### src/design/eop_ctrl_regs.vh
// timing and layout constants for the extended output page dram controller
`ifndef EOP_CTRL_REGS_VH
`define EOP_CTRL_REGS_VH
`define EOP_CLK_MHZ          125
`define EOP_CLK_NS           8
`define EOP_WAKE_US          200
`define EOP_WAKE_CYC         ((`EOP_WAKE_US * 1000 + `EOP_CLK_NS - 1) / `EOP_CLK_NS)
`define EOP_WAKE_REFRESHES   8
`define EOP_REF_ROWS         512
`define EOP_REF_MS           8
`define EOP_REF_PERIOD_CYC   (`EOP_REF_MS * 1000000 / `EOP_CLK_NS)
`define EOP_REF_INTERVAL_CYC (`EOP_REF_PERIOD_CYC / `EOP_REF_ROWS)
`define EOP_ROW_W            9
`define EOP_COL_W            9
`define EOP_DATA_W           16
`define EOP_LANE_LO_MSB      7
`define EOP_LANE_HI_LSB      8
`define EOP_PHASE_CYC        4'h3
`define EOP_PRE_CYC          4'h6
`endif

### src/design/eop_phase_timer.v
// one-shot phase timer counting clock cycles down to a done pulse
`timescale 1ns/10ps
`default_nettype none
module eop_phase_timer (
    input  wire       clk,
    input  wire       rst_n,
    input  wire       load,
    input  wire [3:0] count,
    output wire       done
);
    reg [3:0] cnt_q;
    reg       run_q;
    always @(posedge clk) begin
        if (!rst_n) begin
            cnt_q <= 4'h0;
            run_q <= 1'b0;
        end else if (load) begin
            cnt_q <= count;
            run_q <= 1'b1;
        end else if (run_q) begin
            if (cnt_q == 4'h0)
                run_q <= 1'b0;
            else
                cnt_q <= cnt_q - 4'h1;
        end
    end
    // done must not look at load: the owner reloads on done
    assign done = run_q && (cnt_q == 4'h0);
endmodule // eop_phase_timer
`default_nettype wire

### src/design/eop_ctrl.v
// host controller driving an extended output page dram through its strobes
// Notes on behaviour
// - after reset wait 200 us, then eight refresh cycles before access.
// - after a missed refresh interval, repeat the eight wake-up refreshes.
// - raise row and column strobes for precharge before every new cycle.
// - never place write strobe between early and read-write windows.
// - output gate is never tied low so late writes stay possible.
// - raise output gate before driving data in late writes.
// - hidden refresh keeps write strobe high and output gate low after reads.
// - issue 512 refreshes per 8 ms.
// - column strobe falls before row strobe and stays low after it.
`timescale 1ns/10ps
`default_nettype none
`include "eop_ctrl_regs.vh"
module eop_ctrl #(
    parameter WAKE_CYC     = `EOP_WAKE_CYC,
    parameter REF_INTERVAL = `EOP_REF_INTERVAL_CYC
) (
    input  wire        clk,
    input  wire        rst_n,
    input  wire        req_valid,
    output wire        req_ready,
    input  wire        req_write,
    input  wire [1:0]  req_byte_en,
    input  wire [17:0] req_addr,
    input  wire [15:0] req_wdata,
    output reg  [15:0] rsp_rdata,
    output reg         rsp_valid,
    output wire        init_done,
    input  wire        refresh_lost,
    output reg  [8:0]  mem_addr,
    output reg         row_strobe_n,
    output reg         lower_byte_column_strobe_n,
    output reg         upper_byte_column_strobe_n,
    output reg         write_strobe_n,
    output reg         output_gate_n,
    input  wire [15:0] mem_dq_in,
    output reg  [15:0] mem_dq_out,
    output reg         mem_dq_oe
);
    localparam ST_WAKE   = 4'h0;
    localparam ST_IDLE   = 4'h1;
    localparam ST_REF_C  = 4'h2;
    localparam ST_REF_R  = 4'h3;
    localparam ST_ROW    = 4'h4;
    localparam ST_COL    = 4'h5;
    localparam ST_READ   = 4'h6;
    localparam ST_PRE    = 4'h7;
    localparam ST_REF_H  = 4'h8;
    localparam integer WAKE_REFS_I = `EOP_WAKE_REFRESHES - 1;

    reg [3:0]  state_q;
    reg [17:0] wake_cnt_q;
    reg [3:0]  wake_refs_q;
    reg        awake_q;
    reg [10:0] ref_cnt_q;
    reg        ref_due_q;
    reg        wr_q;
    reg [1:0]  be_q;
    reg [8:0]  col_q;
    reg [15:0] wdata_q;
    reg [15:0] dq_s1_q;
    reg [15:0] dq_s2_q;
    reg [15:0] dq_s3_q;
    reg        tmr_load;
    reg [3:0]  tmr_count;
    wire       tmr_done;

    eop_phase_timer u_timer (
        .clk   (clk),
        .rst_n (rst_n),
        .load  (tmr_load),
        .count (tmr_count),
        .done  (tmr_done)
    );

    assign req_ready = (state_q == ST_IDLE) && awake_q && !ref_due_q && !refresh_lost;
    assign init_done = awake_q;

    // three-stage sampling of read data; only agreeing stages are used
    always @(posedge clk) begin
        if (!rst_n) begin
            dq_s1_q <= 16'h0000;
            dq_s2_q <= 16'h0000;
            dq_s3_q <= 16'h0000;
        end else begin
            dq_s1_q <= mem_dq_in;
            dq_s2_q <= dq_s1_q;
            dq_s3_q <= dq_s2_q;
        end
    end

    // periodic refresh request, 512 rows per 8 ms
    always @(posedge clk) begin
        if (!rst_n || !awake_q) begin
            ref_cnt_q <= 11'h000;
            ref_due_q <= 1'b0;
        end else if (ref_cnt_q == REF_INTERVAL[10:0] - 11'h001) begin
            // set wins over the clear, and the count never pauses, so no interval drifts
            ref_cnt_q <= 11'h000;
            ref_due_q <= 1'b1;
        end else begin
            ref_cnt_q <= ref_cnt_q + 11'h001;
            if (state_q == ST_REF_C)
                ref_due_q <= 1'b0;
        end
    end

    always @* begin
        tmr_load  = 1'b0;
        tmr_count = `EOP_PHASE_CYC;
        case (state_q)
            ST_IDLE: begin
                if (awake_q && (ref_due_q || (req_valid && req_ready)))
                    tmr_load = 1'b1;
                if (!awake_q && wake_cnt_q == 18'h00000)
                    tmr_load = 1'b1;
            end
            ST_WAKE: tmr_load = 1'b0;
            ST_REF_C, ST_REF_R, ST_ROW, ST_COL, ST_READ, ST_REF_H:
                tmr_load = tmr_done;
            ST_PRE: tmr_load = 1'b0;
            default: tmr_load = 1'b0;
        endcase
        if (state_q == ST_REF_R || state_q == ST_COL || state_q == ST_READ || state_q == ST_REF_H)
            tmr_count = `EOP_PRE_CYC;
    end

    always @(posedge clk) begin
        if (!rst_n) begin
            state_q      <= ST_WAKE;
            wake_cnt_q   <= WAKE_CYC[17:0];
            wake_refs_q  <= 4'h0;
            awake_q      <= 1'b0;
            wr_q         <= 1'b0;
            be_q         <= 2'b00;
            col_q        <= 9'h000;
            wdata_q      <= 16'h0000;
            rsp_rdata    <= 16'h0000;
            rsp_valid    <= 1'b0;
            mem_addr     <= 9'h000;
            row_strobe_n <= 1'b1;
            lower_byte_column_strobe_n <= 1'b1;
            upper_byte_column_strobe_n <= 1'b1;
            write_strobe_n <= 1'b1;
            output_gate_n  <= 1'b1;
            mem_dq_out   <= 16'h0000;
            mem_dq_oe    <= 1'b0;
        end else begin
            rsp_valid <= 1'b0;
            if (refresh_lost && state_q == ST_IDLE) begin
                awake_q     <= 1'b0;
                wake_refs_q <= 4'h0;
                wake_cnt_q  <= 18'h00000;
            end
            case (state_q)
                ST_WAKE: begin
                    if (wake_cnt_q == 18'h00000)
                        state_q <= ST_IDLE;
                    else
                        wake_cnt_q <= wake_cnt_q - 18'h00001;
                end
                ST_IDLE: begin
                    if (!awake_q && wake_cnt_q == 18'h00000) begin
                        state_q <= ST_REF_C;
                        lower_byte_column_strobe_n <= 1'b0;
                        upper_byte_column_strobe_n <= 1'b0;
                    end else if (awake_q && ref_due_q) begin
                        state_q <= ST_REF_C;
                        lower_byte_column_strobe_n <= 1'b0;
                        upper_byte_column_strobe_n <= 1'b0;
                    end else if (req_valid && req_ready) begin
                        state_q  <= ST_ROW;
                        wr_q     <= req_write;
                        be_q     <= req_byte_en;
                        col_q    <= req_addr[8:0];
                        wdata_q  <= req_wdata;
                        mem_addr <= req_addr[17:9];
                        row_strobe_n <= 1'b0;
                    end
                end
                ST_REF_C: if (tmr_done) begin
                    state_q <= ST_REF_R;
                    row_strobe_n <= 1'b0;
                end
                ST_REF_R: if (tmr_done) begin
                    state_q <= ST_PRE;
                    row_strobe_n <= 1'b1;
                    lower_byte_column_strobe_n <= 1'b1;
                    upper_byte_column_strobe_n <= 1'b1;
                    if (!awake_q) begin
                        wake_refs_q <= wake_refs_q + 4'h1;
                        if (wake_refs_q == WAKE_REFS_I[3:0])
                            awake_q <= 1'b1;
                    end
                end
                ST_ROW: if (tmr_done) begin
                    state_q  <= ST_COL;
                    mem_addr <= col_q;
                    if (wr_q) begin
                        write_strobe_n <= 1'b0;
                        mem_dq_out     <= wdata_q;
                        mem_dq_oe      <= 1'b1;
                        output_gate_n  <= 1'b1;
                    end else begin
                        output_gate_n  <= 1'b0;
                    end
                    lower_byte_column_strobe_n <= !be_q[0];
                    upper_byte_column_strobe_n <= !be_q[1];
                end
                ST_COL: if (tmr_done) begin
                    if (wr_q) begin
                        state_q <= ST_PRE;
                        row_strobe_n <= 1'b1;
                        lower_byte_column_strobe_n <= 1'b1;
                        upper_byte_column_strobe_n <= 1'b1;
                        write_strobe_n <= 1'b1;
                    end else begin
                        // sample only once second and third stages agree
                        if (dq_s2_q == dq_s3_q) begin
                            state_q <= ST_READ;
                            rsp_rdata[`EOP_LANE_LO_MSB:0] <= be_q[0] ? dq_s3_q[`EOP_LANE_LO_MSB:0] : 8'h00;
                            rsp_rdata[15:`EOP_LANE_HI_LSB] <= be_q[1] ? dq_s3_q[15:`EOP_LANE_HI_LSB] : 8'h00;
                            rsp_valid <= 1'b1;
                            // hidden refresh: keep column low, write high, gate low
                            row_strobe_n <= 1'b1;
                        end
                    end
                end
                ST_READ: if (tmr_done) begin
                    state_q <= ST_REF_H;
                    row_strobe_n <= 1'b0;
                end
                ST_REF_H: if (tmr_done) begin
                    state_q <= ST_PRE;
                    row_strobe_n <= 1'b1;
                    lower_byte_column_strobe_n <= 1'b1;
                    upper_byte_column_strobe_n <= 1'b1;
                    output_gate_n <= 1'b1;
                end
                ST_PRE: begin
                    mem_dq_oe     <= 1'b0;
                    output_gate_n <= 1'b1;
                    // strobes stay high for the whole precharge count
                    if (tmr_done)
                        state_q <= ST_IDLE;
                end
                default: state_q <= ST_IDLE;
            endcase
        end
    end
endmodule // eop_ctrl
`default_nettype wire

### config.mk
export PLATFORM = sky130hd
export DESIGN_NAME = eop_ctrl
export DESIGN_NICKNAME = d
export VERILOG_FILES = /design/src/design/eop_phase_timer.v /design/src/design/eop_ctrl.v
export VERILOG_INCLUDE_DIRS = /design/src /design/src/design
export SDC_FILE = /design/constraint.sdc
export NUM_CORES = 1
export LEC_CHECK = 0
export ABC_AREA = 1
export BUFFER_PORTS_ARGS = -buffer_cell sky130_fd_sc_hd__buf_4
export CAP_MARGIN = 40
export CELL_PAD_IN_SITES_DETAIL_PLACEMENT = 1
export CELL_PAD_IN_SITES_GLOBAL_PLACEMENT = 1
export CORE_AREA = 8 8 135 137
export DETAILED_ROUTE_END_ITERATION = 7
export DIE_AREA = 0 0 143 145
export GPL_ROUTABILITY_DRIVEN = 1
export PLACE_DENSITY = 0.91
export SETUP_SLACK_MARGIN = 0.2
export SLEW_MARGIN = 20
export SYNTH_ARGS = -nofsm -noshare
export SYNTH_HDL_FRONTEND = slang
export SYNTH_SLANG_ARGS = --single-unit
### constraint.sdc
create_clock -name clk -period 2.93 [get_ports clk]
set_clock_uncertainty 0.15 [all_clocks]
set_input_delay 0.293 -clock clk [delete_from_list [all_inputs] [get_ports clk]]
set_output_delay 0.293 -clock clk [all_outputs]
set_load 0.005 [all_outputs]
==> results of run 1 <==
## worst max path at each step
| stage | depth (start not counted) | from | slack, ps | endpoint |
|---|---|---|---|---|
| 6_report | 6 | state_q[1] | 640 | req_ready |
| 5_1_grt | 11 | dq_s3_q[4] | 530 | rsp_rdata[1] |
| 4_1_cts | 6 | state_q[1] | 650 | req_ready |
| 3_5_place_dp | 8 | u_timer.cnt_q[0] | 770 | rsp_rdata[3] |
| 3_3_place_gp | 8 | u_timer.cnt_q[0] | 930 | rsp_rdata[6] |
| 2_1_floorplan | 9 | u_timer.cnt_q[0] | 1120 | rsp_rdata[6] |
## critical path: cells and delay by family (launching register included)
| family | cells | cell delay [ps] |
|---|---|---|
| buffers and inverters | 3 | 460 |
| DFF | 1 | 390 |
| and+or+nand+nor | 3 | 560 |
## power breakdown
part,internal [µW],switching (µW)
Clock,1230,1080
Combinational,495,858
Sequential,2440,116
## area by class of cell
class / instances / share of cell area [%]
Inverter: 153 / 6.52
Timing Repair Buffer: 148 / 13.6
Sequential cell: 168 / 38.2
Clock buffer: 17 / 4.83
Clock inverter: 15 / 2.05
Tap cell: 220 / 3.13
Multi-Input combinational cell: 572 / 31.7
## cells by family after synthesis
group,after synthesis,synth area share [%]
buf+inv,191,11.3
flops,168,48.5
simple gates,358,22.3
fa+ha+maj,6,1.08
xor+xnor,14,1.77
compound gates,194,15.1
## through the flow
stage	setup slack, ps	power (µW)
floorplan	1120	3440
global placement	930	3820
detailed placement	766	3880
finish	643	6210
CTS	654	6230
global route	526	6510
## routing by layer
| metal | routed length (µm) | vias to the layer above |
|---|---|---|
| li1 | - | 3224 |
| met1 | 8830 | 3193 |
| met2 | 11700 | 151 |
| met3 | 751 | 56 |
| met4 | 887 | 0 |
| met5 | 0 | - |
## flip-flops by register name, summed over array words and instances (netlist names), 2 cells and up
register / cells
mem_dq_out: 16
mem_addr: 9
col_q: 9
dq_s2_q: 16
wdata_q: 16
dq_s1_q: 16
dq_s3_q: 16
ref_cnt_q: 11
wake_cnt_q: 18
be_q: 2
wake_refs_q: 4
rsp_rdata: 16
u_timer.cnt_q: 4
state_q: 4
## timing repair
action	CTS	global route
gates resized for setup	0	0
hold buffers	33	0
endpoints found under the hold margin	33	0
## layout by cell type, fill, tap and decap left out, types with 6 or more instances in the layout
cell type      instances
nand2_1              199
dfxtp_1              168
inv_1                148
buf_4                115
o21ai_0               79
a21oi_1               74
nor2_1                66
nand3_1               49
dlygate4sd3_1         33
clkbuf_16             17
nor3_1                14
xor2_1                14
nand4_1               11
o21ai_1               10
a31oi_1                8
nor2_2                 7
o211ai_1               6
ha_1                   6
inv_8                  6
==> key figures, run 1 <==
Run status
  – Status: completed

Synthesis
  – Unique cell type count in the Yosys netlist: 40
  – Synthesized area per cell: about 7.5 µm²
  – Top cells by instance count after synthesis: nand2_1 (199), dfxtp_1 (168), inv_1 (148)
  – Post-synth EDFFs: 0
  – Syn Inst Count: about 930
  – Register area share after synthesis: around half
  – Post-Syn Nets: just under 1,000
  – Yosys top cell area share: about half
  – Most common cell in the netlist: nand2_1
  – Synth area leader: dfxtp_1
  – Post-Synthesis Cell Area: roughly 0.0069 mm²
  – Synth async-reset ratio: 0%
  – Flops & latches, synth: between 150 and 200
  – Post-synth top flop: dfxtp_1
  – Largest cells by area after synthesis: dfxtp_1 (48%), nand2_1 (11%), inv_1 (8.0%)
  – YS warnings: 0

STA
  – Setup_tns: 0 ps
  – RSZ-0062 raised after global routing: no
  – Final setup violation count: 0
  – F_max: roughly 440 MHz
  – Fin Hold WS: between 5 and 6 ps
  – Final-report max-slew violation count: 0
  – Hold Vio Cnt, Final: 0
  – Final period util: between 70% and 80%
  – Crit path time final: 2290 ps
  – Slew headroom: ~59%
  – Worst Max-Slew Pin Slew: around 600 ps

Critical path
  – RR Startpoint: u_timer.cnt_q[0]
  – CP peak stage delay: 390 ps
  – Crit path max fanout: 7
  – Crit path DAT: between 1500 and 2000 ps
  – Setup crit end kind: output pin
  – Worst path required time: roughly 2500 ps
  – RR Endpoint: rsp_rdata[3]
  – Nature of the critical path startpoint: register
  – Max stage delay cell, worst path: dfxtp_1
  – WS Path Type: register to output pin
  – Worst path cell trace: inv_2 -> nand2_1 -> nor2_4 -> inv_1 -> nor3_1 -> buf_4
  – R2R Setup Slk: ~700 ps
  – Reg2reg path depth: 8

Cells and area
  – Final #Nets: 1,123
  – Multi-input logic area: 0.00279 mm²
  – Antenna diode count: 0
  – Storage cell area: about 0.0034 mm²
  – Non-filler cells, final: ~1,300
  – Post-layout util: a little over half
  – Fillcell total: 1,993
  – Fin area: a little under 0.009 mm²
  – P&R area growth vs syn: 26.9%
  – Fraction of layout cells with a size suffix above 1: 15.8%

CTS
  – Post-CTS setup buffer count: 0
  – CTS tree: done
  – H-tree depth: 4
  – Clk Latency, worst-skew pair: 440 ps
  – Max Buffers Root-to-Sink: 2
  – TritonCTS buffer count: 17
  – CTS sink count: 168
  – Clk pin slew, worst setup/hold paths: approximately 70 ps
  – Root Driver: clkbuf_16

Detailed routing
  – Wire per inst: about 17 µm
  – Drt initial violations: around 310
  – ANT nets after route: 0
  – Vias: 6,624
  – Post-Route WL: around 22 mm
  – First-pass iteration count of the detailed router: 4
  – Vias per inst: 5.12
  – DRC: 0

Min path
  – Hold Crit Start: req_addr[4]
  – Hold Path End: col_q[4]
  – Hold Crit Class: primary input to register
  – Number of cells on the worst hold path: 3

Global routing
  – Initial antenna violation count: 0
  – Met3 global-route usage: between 4 and 5%
  – GRT busiest layer: met2
  – M2 GR Usage: 38.9%
  – Vias in the first global route: ~7,200
  – First-pass GRT wire length: between 30 and 40 mm
  – GRT Overall Usage: 21.5%
  – Largest net degree at the start of global routing: 57
  – Met1 GRT Util: between 20% and 30%
  – Grt total ovfl: 0

Power and ir drop
  – Maximum VDD drop: slightly below 0.5 mV
  – PD cells: about 710 mW/mm²
  – Leak Pwr: between 0.004 and 0.005 µW

Placed design
  – Buffers on Ports: 106
  – Cells after DPL: ~1,200
  – Cell Area, Placed: just under 0.008 mm²
  – DP HPWL: approximately 14 mm
  – GPL Wtd Cong: ~0.82

Floorplan
  – Ports: ~110
  – DIE WIDTH: roughly 140 µm
  – Core Footprint: between 0.015 and 0.02 mm²
  – Die Height: between 100 and 150 µm
  – Number of core rows: 47
  – Die area: ~0.021 mm²
  – Starting density of the core: a little over two fifths

Run
  – Max cap viols: 0
Note: power is estimated with default switching activity, not from simulation.
==> inputs of run 2 (changes only) <==
--- a/config.mk
+++ b/config.mk
@@ -11,11 +11,11 @@
 export CAP_MARGIN = 40
 export CELL_PAD_IN_SITES_DETAIL_PLACEMENT = 1
 export CELL_PAD_IN_SITES_GLOBAL_PLACEMENT = 1
-export CORE_AREA = 8 8 135 137
+export CORE_AREA = 8 8 146 148
 export DETAILED_ROUTE_END_ITERATION = 7
-export DIE_AREA = 0 0 143 145
+export DIE_AREA = 0 0 154 156
 export GPL_ROUTABILITY_DRIVEN = 1
-export PLACE_DENSITY = 0.91
+export PLACE_DENSITY = 0.83
 export SETUP_SLACK_MARGIN = 0.2
 export SLEW_MARGIN = 20
 export SYNTH_ARGS = -nofsm -noshare
==> constraint.sdc (replaced) <==
create_clock -name clk -period 1.89 [get_ports clk]
set_clock_uncertainty 0.15 [all_clocks]
set_input_delay 0.189 -clock clk [delete_from_list [all_inputs] [get_ports clk]]
set_output_delay 0.189 -clock clk [all_outputs]
set_load 0.005 [all_outputs]
==> run 2 against run 1 <==
- the flow now finishes with violations (setup timing)
- critical path depth up 4
- clock power up 58%
- sequential cell count unchanged
- final cell count up 9.4%
- design area up 22%
- register-to-register slack worse by 930 ps
==> key figures, run 2 (synthesis results as in run 1) <==
Detailed routing
  – Vias per inst: 5.27 (was 5.12)
  – First-pass iteration count of the detailed router: 5 (was 4)
  – Post-Route WL: 30.1 mm (was 22.1 mm)
  – Wire per inst: 21.3 µm (was 17.1 µm)
  – Drt initial violations: 435 (was 308)
  – ANT nets after route: 0 (unchanged)
  – DRC: 0 (unchanged)
  – Vias: 7,455 (was 6,624)

STA
  – Crit path time final: roughly 2100 ps
  – Slew headroom: 49.2% (was 58.8%)
  – Final setup violation count: 54 (was 0)
  – Post-route setup slack: -206 ps (was 643 ps)
  – Final-report max-slew violation count: 0 (unchanged)
  – Hold Vio Cnt, Final: 0 (unchanged)
  – Final period util: 111%
  – Worst Max-Slew Pin Slew: 761 ps (was 616 ps)
  – RSZ-0062 raised after global routing: yes (was no)
  – Setup_tns: -4930 ps (was 0 ps)
  – F_max: between 400 and 500 MHz

Critical path
  – R2R Setup Slk: -210 ps (was 720 ps)
  – WS Path Type: register to register (was register to output pin)
  – Crit path DAT: 2320 ps (was 1840 ps)
  – Setup crit end: mem_dq_out[0] (was req_ready)
  – RR Endpoint: mem_dq_out[0] (was rsp_rdata[3])
  – CP dominant cell by count: inv_2
  – Nature of the critical path startpoint: register (unchanged)
  – Worst path required time: 2110 ps (was 2490 ps)
  – RR Startpoint: state_q[2] (was u_timer.cnt_q[0])
  – Critical Path Start: state_q[2] (was state_q[1])
  – Crit path max fanout: 9 (was 7)
  – Reg2reg path depth: 10 (was 8)
  – Setup crit end kind: register (was output pin)
  – CP peak stage delay: 390 ps (about the same)
  – Worst path cell trace: inv_4 -> nor2_2 -> inv_2 -> nor2_4 -> inv_2 -> nor3_4 -> buf_6 -> clkbuf_16 -> o21ai_1 -> a21oi_2 (was inv_2 -> nand2_1 -> nor2_4 -> inv_1 -> nor3_1 -> buf_4)
  – Max stage delay cell, worst path: dfxtp_2 (was dfxtp_1)

Global routing
  – Vias in the first global route: 7,353 (was 7,240)
  – Largest net degree at the start of global routing: 57 (unchanged)
  – GRT Overall Usage: 19.4% (was 21.5%)
  – Grt total ovfl: 0 (unchanged)
  – First-pass GRT wire length: 37.4 mm (was 35.8 mm)
  – Initial antenna violation count: 6 (was 0)

CTS
  – TritonCTS buffer count: 17 (unchanged)
  – Root Driver: clkbuf_16 (unchanged)
  – H-tree depth: 4 (unchanged)
  – CTS tree: done (unchanged)
  – CTS sink count: 168 (unchanged)
  – Max Buffers Root-to-Sink: 2 (unchanged)
  – Clk Latency, worst-skew pair: 450 ps (was 440 ps)
  – Clk pin slew, worst setup/hold paths: 80 ps (was 70 ps)

Floorplan
  – DIE WIDTH: 154 µm (was 143 µm)
  – Die area: 0.0240 mm² (was 0.0207 mm²)
  – Ports: 107 (unchanged)
  – Core Footprint: 0.0191 mm² (was 0.0162 mm²)
  – Starting density of the core: 36.4% (was 42.9%)
  – Number of core rows: 51 (was 47)
  – Die Height: 156 µm (was 145 µm)

Cells and area
  – P&R area growth vs syn: 55.0% (was 26.9%)
  – Most frequent cells in the layout: nand2_1 (162), buf_4 (154), dfxtp_1 (145) (was nand2_1 (199), dfxtp_1 (168), inv_1 (148))
  – Largest register by flop count: wake_cnt_q (unchanged)
  – Non-filler cells, final: 1,414 (was 1,293)
  – Fraction of layout cells with a size suffix above 1: 35.1% (was 15.8%)
  – Most common cell after layout, fill and taps aside: nand2_1 (unchanged)
  – Max reg flops: 18 (unchanged)
  – Final #Nets: 1,220 (was 1,123)

Min path
  – Hold Crit Class: primary input to register (unchanged)

Placed design
  – DP HPWL: 13.8 mm (was 13.7 mm)
  – Buffers on Ports: 106 (unchanged)
  – Cells after DPL: 1,269 (was 1,228)
  – GPL Wtd Cong: 0.820 (was 0.818)

Run
  – Max cap viols: 0 (unchanged)

Power and ir drop
  – Leak Pwr: 0.00479 µW (was 0.00411 µW)
  – Maximum VDD drop: 0.693 mV (was 0.491 mV)
  – PD cells: 1060 mW/mm² (was 705 mW/mm²)
  – Total power draw: 11,400 µW (was 6210 µW)

Run status
  – Status: finished with violations (was completed)
  – Failing checks: setup timing
run 2: cell count changes in the layout (fill, tap and decap cells not counted), sizes merged:
cell	delta
clkinv	+2
diode	+6
clkinvlp	+3
buf	+68
clkbuf	+5
inv	-2
dlygate4sd3	+21
run 2: final cells by class:
class / count / area, µm²
diodes: 6 / 15.0
repair buffers: 242 / 2240
flip-flops and latches: 168 / 3400
clock inverters: 15 / 180
multi-input cells: 572 / 3570
repair inverters: 3 / 22.5
well taps: 238 / 298
clock buffers: 17 / 425
fillers: 2204 / 8330
inverters: 153 / 601
run 2: repair_timing:
item / CTS / global route
gates cloned: 4 / 8
hold endpoints to repair: 54 / 0
pin swaps: 8 / 37
setup buffers: 11 / 30
resized for setup: 78 / 213
hold buffers: 54 / 0
setup endpoints to repair: 93 / 114
run 2: worst min-delay path by stage:
stage / start / to / cells past startpoint
2_1_floorplan: mem_dq_in[0] / dq_s1_q[0] / 2
3_3_place_gp: mem_dq_in[1] / dq_s1_q[1] / 3
3_5_place_dp: mem_dq_in[3] / dq_s1_q[3] / 3
4_1_cts: refresh_lost / wake_cnt_q[11] / 4
5_1_grt: refresh_lost / wake_cnt_q[10] / 4
6_report: refresh_lost / wake_cnt_q[10] / 4
run 2: report_power, final:
part	internal, µW	switching [µW]
clock	1900	1740
combinational	1500	2210
sequential	3800	266
total	7200	4230
run 2: layer usage:
metal | share of wire (%) | GRT usage (%) | vias to the layer above
met1 | 37 | 21.3 | 3626
met3 | 4.5 | 4.32 | 123
met4 | 5.9 | 8.45 | 0
li1 | - | - | 3435
met2 | 52 | 35.4 | 271
met5 | 0 | 0 | -
run 2: worst max-delay path: cells and delay by family (launching register included):
kind,cells,cell delay (ps)
buffers and inverters,5,650
and+or+nand+nor,3,560
AOI/OAI and AO/OA,2,270
DFF,1,390
run 2: stage by stage:
step	utilization, %	cell area, µm²	hold slack (ps)	worst slack (ps)
6_report	56.4	10800	107	-206
5_1_grt	56.4	10800	137	-246
4_1_cts	50.4	9620	147	72.8
3_5_place_dp	42.7	8140	226	4.73
3_3_place_gp	42.7	8140	220	61.8
2_1_floorplan	-	6970	137	220
